### src/include/dpg_pkg.sv
// Package: register map, reset values and pin roles of the dual port pin mux
package dpg_pkg;

  localparam int P0_W = 8;
  localparam int P1_W = 4;
  localparam int SFR_W = 8;
  localparam int ROUTE_W = 2;

  // Register offsets on the special function register bus
  localparam logic [SFR_W-1:0] ADDR_PORT0_DATA  = 8'h80;
  localparam logic [SFR_W-1:0] ADDR_PORT1_DATA  = 8'h90;
  localparam logic [SFR_W-1:0] ADDR_P0_DRIVE    = 8'h93;
  localparam logic [SFR_W-1:0] ADDR_PORT0_DIRECTION      = 8'h94;
  localparam logic [SFR_W-1:0] ADDR_PORT0_ALT_SELECT      = 8'h95;
  localparam logic [SFR_W-1:0] ADDR_PORT1_DIRECTION      = 8'h96;
  localparam logic [SFR_W-1:0] ADDR_PORT1_ALT_SELECT      = 8'h97;
  localparam logic [SFR_W-1:0] ADDR_SPI_ROUTE   = 8'hb3;

  // Reset values
  localparam logic [P0_W-1:0]    RST_P0_DATA    = 8'hff;
  localparam logic [P0_W-1:0]    RST_P0_DRIVE   = 8'h00;
  localparam logic [P0_W-1:0]    RST_PORT0_DIRECTION     = 8'hff;
  localparam logic [P0_W-1:0]    RST_PORT0_ALT_SELECT     = 8'h00;
  localparam logic [P1_W-1:0]    RST_P1_DATA    = 4'hf;
  localparam logic [P1_W-1:0]    RST_PORT1_DIRECTION     = 4'h4;
  localparam logic [P1_W-1:0]    RST_PORT1_ALT_SELECT     = 4'h0;
  localparam logic [ROUTE_W-1:0] RST_SPI_ROUTE  = 2'h1;
  localparam logic [P1_W-1:0]    RST_P1_OE      = 4'hb;
  localparam logic [SFR_W-1:0]   RDATA_NONE     = 8'h00;

  // Route codes; the upper bit alone selects the internal radio path
  localparam logic [ROUTE_W-1:0] ROUTE_PORT1    = 2'h1;

  // Port 0 bit roles
  localparam int P0_GENERAL_TIMER_OUT = 0;
  localparam int P0_RXD    = 1;
  localparam int P0_TXD    = 2;
  localparam int P0_IRQ0   = 3;
  localparam int P0_IRQ1   = 4;
  localparam int P0_T0     = 5;
  localparam int P0_T1     = 6;
  localparam int P0_PWM    = 7;

  // Alternate functions that drive their pin
  localparam logic [P0_W-1:0] PORT0_ALT_SELECT_OUT_MASK = 8'h85;
  // Odd bits source, even bits sink under high drive
  localparam logic [P0_W-1:0] P0_ODD_MASK     = 8'haa;

  // Port 1 bit roles
  localparam int P1_SCK     = 0;
  localparam int P1_MOSI    = 1;
  localparam int P1_MISO    = 2;
  localparam int P1_BOOTSEL = 3;

  // Alternate count inputs are sampled once in this many clocks
  localparam int SAMPLE_PERIOD = 4;

  typedef struct packed {
    logic [SFR_W-1:0] addr;
    logic             wr;
    logic             rd;
    logic [SFR_W-1:0] wdata;
  } dpg_sfr_req_t;

endpackage : dpg_pkg

### src/dpg_sync.sv
// Two-stage synchroniser for a group of pin inputs
`timescale 1ns/100ps
module dpg_sync #(
  parameter int WIDTH = 8
) (
  input  wire logic             core_clk,
  input  wire logic             arst_n,
  input  wire logic [WIDTH-1:0] async_in,
  output logic      [WIDTH-1:0] sync_out
);
  logic [WIDTH-1:0] stage1;

  // Stage one feeds stage two and nothing else; pins idle high
  always_ff @(posedge core_clk or negedge arst_n) begin
    if (!arst_n) begin
      stage1   <= '1;
      sync_out <= '1;
    end else begin
      stage1   <= async_in;
      sync_out <= stage1;
    end
  end

  if (WIDTH < 1) begin : g_bad_width
    $error("dpg_sync needs WIDTH of at least one");
  end
endmodule : dpg_sync

### src/dpg_top.sv
// Pin control for port 0 and port 1 with alternate function routing
//
// Function
// - Port 0 alternate select outranks direction bit
// - Alternate function fixes port 0 pin direction
// - Receive pin direction follows direction bit one
// - External interrupts pass only when alternate selected
// - Timer0/1 count inputs sampled every four clocks
// - Without alternate, direction bit picks in/out
// - Port 0 resets input, latch ones, cleared
// - High drive: odd bits source, even sink
// - Route 01 makes port 1 SPI master
// - Route 01 overrides port 1 direction bits
// - Otherwise alternate bit0 makes SCK timer2 input
// - Without SPI, MOSI is plain I/O
// - MISO pin is always an input
// - Port 1 bits 1,3 ignore alternate bits
// - Boot memory select is forced to drive its latch bit under route 01, otherwise plain I/O
// - Port 1 registers four bits, reset F/4/0
// - Route code 00 unused, 01 port1, 1x radio
// - Reset holds port 0 input, port 1 SPI
`timescale 1ns/100ps
module dpg_top
  import dpg_pkg::*;
#(
  parameter int SAMPLE_CYCLES = dpg_pkg::SAMPLE_PERIOD
) (
  input  wire logic                          core_clk,
  input  wire logic                          arst_n,
  input  wire dpg_pkg::dpg_sfr_req_t         sfr,
  output logic      [dpg_pkg::SFR_W-1:0]     sfr_rdata,
  input  wire logic [dpg_pkg::P0_W-1:0]      p0_in,
  output logic      [dpg_pkg::P0_W-1:0]      p0_out,
  output logic      [dpg_pkg::P0_W-1:0]      p0_oe,
  output logic      [dpg_pkg::P0_W-1:0]      p0_src_hi,
  output logic      [dpg_pkg::P0_W-1:0]      p0_sink_hi,
  input  wire logic [dpg_pkg::P1_W-1:0]      p1_in,
  output logic      [dpg_pkg::P1_W-1:0]      p1_out,
  output logic      [dpg_pkg::P1_W-1:0]      p1_oe,
  output logic      [dpg_pkg::ROUTE_W-1:0]   spi_route_select,
  input  wire logic                          spi_sck_drive,
  input  wire logic                          spi_mosi_drive,
  output logic                               spi_miso,
  input  wire logic                          general_timer_out,
  input  wire logic                          uart_txd,
  input  wire logic                          uart_rxd_out,
  output logic                               uart_rxd_in,
  input  wire logic                          pwm_out,
  output logic                               ext_irq0_n,
  output logic                               ext_irq1_n,
  output logic                               timer0_count_in,
  output logic                               timer1_count_in,
  output logic                               timer2_count_in
);
  import dpg_pkg::*;

  localparam int CNT_W = (SAMPLE_CYCLES > 1) ? $clog2(SAMPLE_CYCLES) : 1;
  localparam logic [CNT_W-1:0] CNT_LAST = CNT_W'(SAMPLE_CYCLES - 1);
  // Alternate functions that only listen on their pin; receive is excluded as its direction is a choice
  localparam logic [P0_W-1:0] ALT_IN_MASK = ~PORT0_ALT_SELECT_OUT_MASK & ~(P0_W'(1) << P0_RXD);

  if (SAMPLE_CYCLES < 2) begin : g_bad_period
    $error("dpg_top needs SAMPLE_CYCLES of at least two");
  end

  // True when a port 0 bit drives its pin
  function automatic logic p0_drives(input logic alt, input logic dir, input int idx);
    logic drv;
    drv = !dir;
    if (alt) begin
      if (idx == P0_RXD) drv = !dir;
      else drv = PORT0_ALT_SELECT_OUT_MASK[idx];
    end
    return drv;
  endfunction : p0_drives

  // Write strobe decode for one register
  function automatic logic wr_hit(input dpg_sfr_req_t req, input logic [SFR_W-1:0] addr);
    return req.wr && (req.addr == addr);
  endfunction : wr_hit

  logic [P0_W-1:0]    port0_data;
  logic [P0_W-1:0]    port0_drive_strength;
  logic [P0_W-1:0]    port0_direction;
  logic [P0_W-1:0]    port0_alt_select;
  logic [P1_W-1:0]    port1_data;
  logic [P1_W-1:0]    port1_direction;
  logic [P1_W-1:0]    port1_alt_select;
  logic [P0_W-1:0]    p0_pin;
  logic [P1_W-1:0]    p1_pin;
  logic [P0_W-1:0]    next_p0_out;
  logic [P0_W-1:0]    next_p0_oe;
  logic [P1_W-1:0]    next_p1_out;
  logic [P1_W-1:0]    next_p1_oe;
  logic [P0_W-1:0]    port0_alt_select_value;
  logic [CNT_W-1:0]   sample_cnt;
  logic               sample_tick;
  logic               spi_mode;

  // Every pin input crosses two flops before anything reads it
  dpg_sync #(.WIDTH(P0_W)) u_sync_p0 (
    .core_clk (core_clk),
    .arst_n   (arst_n),
    .async_in (p0_in),
    .sync_out (p0_pin)
  );

  dpg_sync #(.WIDTH(P1_W)) u_sync_p1 (
    .core_clk (core_clk),
    .arst_n   (arst_n),
    .async_in (p1_in),
    .sync_out (p1_pin)
  );

  // Port 0 output latch
  always_ff @(posedge core_clk or negedge arst_n) begin
    if (!arst_n) begin
      port0_data <= RST_P0_DATA;
    end else if (wr_hit(sfr, ADDR_PORT0_DATA)) begin
      port0_data <= sfr.wdata;
    end
  end

  // Port 0 configuration
  always_ff @(posedge core_clk or negedge arst_n) begin
    if (!arst_n) begin
      port0_drive_strength <= RST_P0_DRIVE;
      port0_direction      <= RST_PORT0_DIRECTION;
      port0_alt_select     <= RST_PORT0_ALT_SELECT;
    end else begin
      if (wr_hit(sfr, ADDR_P0_DRIVE)) port0_drive_strength <= sfr.wdata;
      if (wr_hit(sfr, ADDR_PORT0_DIRECTION)) port0_direction <= sfr.wdata;
      if (wr_hit(sfr, ADDR_PORT0_ALT_SELECT)) port0_alt_select <= sfr.wdata;
    end
  end

  // Port 1 keeps only its low four bits; upper write data is dropped
  always_ff @(posedge core_clk or negedge arst_n) begin
    if (!arst_n) begin
      port1_data       <= RST_P1_DATA;
      port1_direction  <= RST_PORT1_DIRECTION;
      port1_alt_select <= RST_PORT1_ALT_SELECT;
    end else begin
      if (wr_hit(sfr, ADDR_PORT1_DATA)) port1_data <= sfr.wdata[P1_W-1:0];
      if (wr_hit(sfr, ADDR_PORT1_DIRECTION)) port1_direction <= sfr.wdata[P1_W-1:0];
      if (wr_hit(sfr, ADDR_PORT1_ALT_SELECT)) port1_alt_select <= sfr.wdata[P1_W-1:0];
    end
  end

  // Route defaults to port 1 so the boot loader finds its SPI pins
  always_ff @(posedge core_clk or negedge arst_n) begin
    if (!arst_n) begin
      spi_route_select <= RST_SPI_ROUTE;
    end else if (wr_hit(sfr, ADDR_SPI_ROUTE)) begin
      spi_route_select <= sfr.wdata[ROUTE_W-1:0];
    end
  end

  assign spi_mode = (spi_route_select == ROUTE_PORT1);

  // Read data; data registers return pin levels, not the latch
  always_ff @(posedge core_clk or negedge arst_n) begin
    if (!arst_n) begin
      sfr_rdata <= RDATA_NONE;
    end else if (sfr.rd) begin
      unique case (sfr.addr)
        ADDR_PORT0_DATA: sfr_rdata <= p0_pin;
        ADDR_PORT1_DATA: sfr_rdata <= {{(SFR_W-P1_W){1'b0}}, p1_pin};
        ADDR_P0_DRIVE:   sfr_rdata <= port0_drive_strength;
        ADDR_PORT0_DIRECTION:     sfr_rdata <= port0_direction;
        ADDR_PORT0_ALT_SELECT:     sfr_rdata <= port0_alt_select;
        ADDR_PORT1_DIRECTION:     sfr_rdata <= {{(SFR_W-P1_W){1'b0}}, port1_direction};
        ADDR_PORT1_ALT_SELECT:     sfr_rdata <= {{(SFR_W-P1_W){1'b0}}, port1_alt_select};
        ADDR_SPI_ROUTE:  sfr_rdata <= {{(SFR_W-ROUTE_W){1'b0}}, spi_route_select};
        default:         sfr_rdata <= RDATA_NONE;
      endcase
    end
  end

  // Values that alternate outputs put on port 0; inputs leave ones
  always_comb begin
    port0_alt_select_value           = '1;
    port0_alt_select_value[P0_GENERAL_TIMER_OUT] = general_timer_out;
    port0_alt_select_value[P0_RXD]    = uart_rxd_out;
    port0_alt_select_value[P0_TXD]    = uart_txd;
    port0_alt_select_value[P0_PWM]    = pwm_out;
  end

  for (genvar i = 0; i < P0_W; i++) begin : g_p0_bit
    assign next_p0_oe[i]  = p0_drives(port0_alt_select[i], port0_direction[i], i);
    assign next_p0_out[i] = port0_alt_select[i] ? port0_alt_select_value[i] : port0_data[i];
  end

  // Port 1 pin roles under the SPI route
  always_comb begin
    next_p1_oe  = ~port1_direction;
    next_p1_out = port1_data;
    if (spi_mode) begin
      next_p1_oe[P1_SCK]     = 1'b1;
      next_p1_oe[P1_MOSI]    = 1'b1;
      next_p1_oe[P1_BOOTSEL] = 1'b1;
      next_p1_out[P1_SCK]    = spi_sck_drive;
      next_p1_out[P1_MOSI]   = spi_mosi_drive;
    end else if (port1_alt_select[P1_SCK]) begin
      next_p1_oe[P1_SCK] = 1'b0;
    end
    // MOSI and the boot select bit keep direction bits otherwise
    next_p1_oe[P1_MISO] = 1'b0;
  end

  // Pin drivers are registered so the pads see no decode glitches
  always_ff @(posedge core_clk or negedge arst_n) begin
    if (!arst_n) begin
      p0_out <= RST_P0_DATA;
      p0_oe  <= '0;
      p1_out <= RST_P1_DATA;
      p1_oe  <= RST_P1_OE;
    end else begin
      p0_out <= next_p0_out;
      p0_oe  <= next_p0_oe;
      p1_out <= next_p1_out;
      p1_oe  <= next_p1_oe;
    end
  end

  // High drive split by bit parity
  always_ff @(posedge core_clk or negedge arst_n) begin
    if (!arst_n) begin
      p0_src_hi  <= '0;
      p0_sink_hi <= '0;
    end else begin
      p0_src_hi  <= port0_drive_strength & P0_ODD_MASK;
      p0_sink_hi <= port0_drive_strength & ~P0_ODD_MASK;
    end
  end

  // Interrupt and serial inputs; idle high when not selected
  always_ff @(posedge core_clk or negedge arst_n) begin
    if (!arst_n) begin
      ext_irq0_n  <= 1'b1;
      ext_irq1_n  <= 1'b1;
      uart_rxd_in <= 1'b1;
      spi_miso    <= 1'b1;
    end else begin
      ext_irq0_n  <= port0_alt_select[P0_IRQ0] ? p0_pin[P0_IRQ0] : 1'b1;
      ext_irq1_n  <= port0_alt_select[P0_IRQ1] ? p0_pin[P0_IRQ1] : 1'b1;
      uart_rxd_in <= (port0_alt_select[P0_RXD] && port0_direction[P0_RXD]) ? p0_pin[P0_RXD] : 1'b1;
      spi_miso    <= spi_mode ? p1_pin[P1_MISO] : 1'b1;
    end
  end

  // Count input sampling phase
  always_ff @(posedge core_clk or negedge arst_n) begin
    if (!arst_n) begin
      sample_cnt <= '0;
    end else if (sample_tick) begin
      sample_cnt <= '0;
    end else begin
      sample_cnt <= sample_cnt + 1'b1;
    end
  end

  assign sample_tick = (sample_cnt == CNT_LAST);

  // Slow sampling limits count input rate to a quarter of the clock
  always_ff @(posedge core_clk or negedge arst_n) begin
    if (!arst_n) begin
      timer0_count_in <= 1'b0;
      timer1_count_in <= 1'b0;
      timer2_count_in <= 1'b0;
    end else if (sample_tick) begin
      timer0_count_in <= port0_alt_select[P0_T0] && p0_pin[P0_T0];
      timer1_count_in <= port0_alt_select[P0_T1] && p0_pin[P0_T1];
      timer2_count_in <= !spi_mode && port1_alt_select[P1_SCK] && p1_pin[P1_SCK];
    end
  end
endmodule : dpg_top

### config.mk
export PLATFORM = sky130hd
export DESIGN_NAME = dpg_top
export DESIGN_NICKNAME = d
export VERILOG_FILES = /design/src/include/dpg_pkg.sv /design/src/dpg_sync.sv /design/src/dpg_top.sv
export SDC_FILE = /design/constraint.sdc
export NUM_CORES = 1
export LEC_CHECK = 0
export BUFFER_PORTS_ARGS = -buffer_cell sky130_fd_sc_hd__buf_2
export CAP_MARGIN = 20
export CORE_MARGIN = 3
export CORE_UTILIZATION = 38
export CTS_CLUSTER_SIZE = 25
export DETAILED_ROUTE_END_ITERATION = 8
export SYNTH_ARGS = -nofsm -noshare
export SYNTH_HDL_FRONTEND = slang
export SYNTH_SLANG_ARGS = --single-unit
### constraint.sdc
create_clock -name core_clk -period 1.64 [get_ports core_clk]
set_input_delay 0.328 -clock core_clk [delete_from_list [all_inputs] [get_ports core_clk]]
set_output_delay 0.328 -clock core_clk [all_outputs]
set_load 0.1 [all_outputs]
### Word level (Yosys, flattened, before mapping)

Cells that the tools add are included.

* bits in registers: 118
* input port bits: 38
* output and inout port bits: 57
* word-level logic and storage cells: 87

* add/subtract/negate cells: 1
* equality and inequality tests: 10
* mux-type cells: 26
* bitwise logic cells: 1
* reduce and logical (&&, ||, !) cells: 22

Operators by type and width (count)
* $eq A8 B8 Y1 const B: 8
* $pmux W8 S8: 1
* $mux W1: 23
* $logic_and A1 B1 Y1: 13
* $logic_not A1 Y1: 9
* $mux W2: 2
* $not A4 Y4: 1
* $add A2 B1 Y2 const B: 1
* $eq A2 B1 Y1 const B: 1
* $eq A2 B2 Y1 const B: 1

### Depth between registers and ports, before layout

* depth after elaboration: 4
* gate-level depth with buffers: 7
* depth with buffers taken out: 5

### By module

Synthesis repeated with hierarchy kept, for this count alone.

* cells, all modules: 314
* area total of the unflattened synthesis: 4608.2 µm²

By module, submodules not included
* dpg_top: instances 1, cells each 290, area an instance 3977.6 µm², seq. area each 2403.6 µm²
* dpg_sync at u_sync_p0: instances 1, cells each 16, area an instance 420.4 µm², seq. area each 420.4 µm²
* dpg_sync at u_sync_p1: instances 1, cells each 8, area an instance 210.2 µm², seq. area each 210.2 µm²

### Least setup slack after synthesis

No wires, ideal clock.

* kind: input to register
* start: input sfr[16] (netlist bit)
* end: register port0_alt_select[0]
* library setup time: 0.125 ns
* arrival time: 1.729 ns
* required time: 1.515 ns
* path slack: -0.214 ns
* stages: 7
* path buffers: 2
* cell sequence: nor3b_4 and3_1 buf_6 and2b_4 and3_4 buf_8 mux2_4

* word-level cells in the longest chain between the ends: 2

RTL lines
* start: declaration: line dpg_top.sv:30 `input wire dpg_pkg::dpg_sfr_req_t sfr,`
* $eq A8 B8 Y1: line dpg_top.sv:79 `return req.wr && (req.addr == addr);`
* $logic_and A1 B1 Y1: line dpg_top.sv:79
* end signal: assignment: line dpg_top.sv:133 `if (wr_hit(sfr, ADDR_PORT0_ALT_SELECT)) port0_alt_select <= sfr.wdata;`
* end: declaration: line dpg_top.sv:85 `logic [P0_W-1:0] port0_alt_select;`

Every way passes these cells.
A chain may end at the register's enable or synchronous reset.

### Worst setup path in the final report

* start: register port0_alt_select[0]
* end: register sfr_rdata[0] (netlist bit)

* word-level cells in the longest chain between the ends: 1

RTL lines
* $pmux W8 S8: line dpg_top.sv:166 `unique case (sfr.addr)`
* end signal: assignment: line dpg_top.sv:167 `ADDR_PORT0_DATA: sfr_rdata <= p0_pin;`
* end signal: assignment: line dpg_top.sv:168 `ADDR_PORT1_DATA: sfr_rdata <= {{(SFR_W-P1_W){1'b0}}, p1_pin};`
* end signal: assignment: line dpg_top.sv:169 `ADDR_P0_DRIVE: sfr_rdata <= port0_drive_strength;`
* end: declaration: line dpg_top.sv:31 `output logic [dpg_pkg::SFR_W-1:0] sfr_rdata,`

Every way passes these cells.

==> results.py <==
metrics = {
    "synth": {
        "syn_area_per_cell_um2": 15.32,
        "ys_seq_area_frac": 0.6646,
        "synthCells": 298,
        "async_flop_share": 1.000,
        "yosysUniqueCellTypes": 43,
        "synthFlopType": "dfstp_2",
        "synthMuxAreaShare": 0.1655,
        "synth_top_family_by_area": "multiplexers",
        "synth_compound_area_frac": 0.04878,
        "synth_edf_count": 0,
        "synth_xor_xnor_area_share": 0,
        "synth_adder_area_share": 0.002740,
        "yosys_register_bits": 118,
        "syn_area_um2": 4566,
        "yosys.area_share.simple": 0.07756,
        "yosysWarnings": 0,
    },
    "clocking": {
        "cts-buffers-inserted": 17,
        "insertion_delay_ns": 0.41,
        "cts_tree": "built",
        "cts_sinks": 118,
        "cts.path.max_buffers": 2,
        "cts-root-buf": "clkbuf_16",
        "cts.htree.levels": 4,
        "clk_pin_slew_worst_paths_ns": 0.05,
    },
    "grt": {
        "antenna_found_initial": 1,
        "grt_pass1_vias": 3134,
        "grt_first_pass_wirelength_um": 16580,
        "grt-ovfl-total": 0,
        "grt_usage": 0.1669,
        "grt_start_max_net_pins": 35,
    },
    "layout": {
        "fin_cells": 592,
        "fillers": 991,
        "seq_area_um2": 3035,
        "syn_to_final_growth_pct": 35.63,
        "fin_util": 0.5354,
        "layout_common_cells": "dfstp_2, buf_2, buf_4",
        "multi_input_area_um2": 1414,
        "nNetsFinal": 474,
        "layout-drive-gt1-share": 0.6540,
        "final_common_cell": "dfstp_2",
    },
    "pwr": {
        "vdd_ir_drop_max_mv": 0.6778,
        "p_leak_nw": 2.836,
        "clkPwrFrac": 0.487,
        "seq_power_share": 0.395,
        "p_switching_mw": 2.065,
        "p_comb_frac": 0.118,
        "netSwitchingFraction": 0.2556,
        "power.total_mw": 8.081,
        "power.internal_mw": 6.016,
        "power_density_nw_per_um2": 1305,
    },
    "route": {
        "wl_per_cell_um": 17.16,
        "num_vias": 2877,
        "vias_per_cell": 4.860,
        "first_pass_iters": 4,
        "routed_wl_um": 10160,
        "route.detailed.drc": 0,
        "drt_iter0_drc": 97,
        "ant_nets": 0,
    },
    "setup_path": {
        "crit_arrival_ns": 1.82,
        "worstSetupStartpointType": "flip-flop",
        "critical_path.max_fanout": 4,
        "r2r_slack_ns": 0.09,
        "worstSetupEndpointType": "flip-flop",
        "critPathRequiredTime_ns": 1.91,
        "crit_type": "flip-flop to flip-flop",
    },
    "sta": {
        "finalClockSkew_ns": 0.006737,
        "finalHoldViolations": 0,
        "rsz0062_at_grt": "no",
        "fmax_ghz": 0.6445,
        "setup_tns_ns": 0,
        "period_share": 0.9461,
        "setup_violations": 0,
        "period_needed_ns": 1.552,
        "maxSlewViolCount": 0,
    },
    "floorplanning": {
        "start_util": 0.3948,
        "placementRows": 39,
        "core_area_um2": 11560,
        "io_pins": 95,
        "dieArea_um2": 13370,
        "die_w_um": 115.6,
        "die_h_um": 115.6,
    },
    "status": {
        "status": "finished, final reports clean",
    },
    "placement": {
        "place.gp.congestion": 0.8717,
        "dp_hpwl_um": 7483,
        "numPortBuffers": 85,
        "placed_cells": 554,
    },
    "job": {
        "drv_cap": 0,
    },
    "worst_hold_path": {
        "hp-class": "input pin to flip-flop",
    },
}
power groups by stage:
stage	registers (mW)	clock network (mW)	logic [mW]
2_1_floorplan	3.63	0	0.271
3_3_place_gp	3.23	0	0.925
3_5_place_dp	3.24	0	0.933
4_1_cts	3.19	4.02	0.959
5_1_grt	3.21	4.19	1.00
6_report	3.19	3.94	0.951
synth_stat cells (all sizes together), types with 4 or more instances:
master / instances / area, um2
o22ai: 4 / 25.02
dfstp: 65 / 1708
nand3: 9 / 45.04
o221ai: 4 / 35.03
mux2i: 5 / 50.05
inv: 13 / 48.80
nand2b: 6 / 37.54
or2: 5 / 31.28
dfrtp: 53 / 1326
mux2: 56 / 660.6
a22oi: 6 / 45.04
and3: 5 / 36.28
nor2: 9 / 33.78
o21ai: 6 / 30.03
buf: 17 / 126.4
per-stage QoR:
step	hold WS [ns]	area (um2)	worst slack, ns
floorplan	0.03241	4648	-0.2085
global placement	0.2843	5450	-0.1376
detailed placement	0.2892	5450	-0.1755
CTS	0.0001129	6180	0.06707
global route	0.0009793	6192	0.01222
finish	0.01815	6192	0.08833
registers in the layout (all words and copies together) (netlist names), 8 cells and up:
signal / cells
p0_oe: 8
p0_out: 8
port0_alt_select: 8
port0_data: 8
port0_direction: 8
port0_drive_strength: 8
sfr_rdata: 8
u_sync_p0.stage1: 8
u_sync_p0.sync_out: 8
final timing paths:
kind | from | endpoint | cells past startpoint
min in group asynchronous | arst_n | p0_src_hi[5]$_DFF_PN0_ | 2
max reg2reg | port0_alt_select[0]$_DFFE_PN0P_ | sfr_rdata[0]$_DFFE_PN0P_ | 5
min reg2reg | u_sync_p0.stage1[6]$_DFF_PN1_ | u_sync_p0.sync_out[6]$_DFF_PN1_ | 0
max | port0_alt_select[0]$_DFFE_PN0P_ | sfr_rdata[0]$_DFFE_PN0P_ | 5
min | p0_in[1] | u_sync_p0.stage1[1]$_DFF_PN1_ | 1
max in group asynchronous | arst_n | port0_data[6]$_DFFE_PN1P_ | 3
cell type report:
class	count	share of cell area
repair buffers	129	0.1406
clock buffers	20	0.07537
diodes	1	0.0004041
clock inverters	12	0.02829
well taps	143	0.02889
inverters	13	0.007880
flip-flops and latches	118	0.4902
multi-input cells	156	0.2283
cells by family (layout without fill, tap and decap cells):
logic type / after synthesis / in the layout
flops: 118 / 118
simple gates: 55 / 55
fa+ha+maj: 1 / 1
buf+inv: 32 / 174
mux: 63 / 63
other cells: 1 / 10
compound gates: 28 / 28
routing by layer:
metal	up-vias	global-route usage	wire length [um]	share of wire
li1	1316	-	-	-
met1	1463	0.2087	4266	0.42
met4	0	0.06729	131	0.013
met3	13	0.05535	573	0.056
met2	85	0.2689	5187	0.51
met5	-	0	0	0
critical path, cell delays in order (launching register included):
cell and delay [ns]:
dfrtp_1 0.43, nand3b_1 0.10, o21ai_0 0.08, a221o_1 0.30
a222oi_1 0.39, o22ai_1 0.12
repair_timing:
action,CTS,global route
buffers inserted,0,0
endpoints found under the setup margin,19,0
gates resized for setup,19,0
hold endpoints to repair,14,1
hold buffers,4,1
No activity file was read; power rests on OpenSTA's default activity.
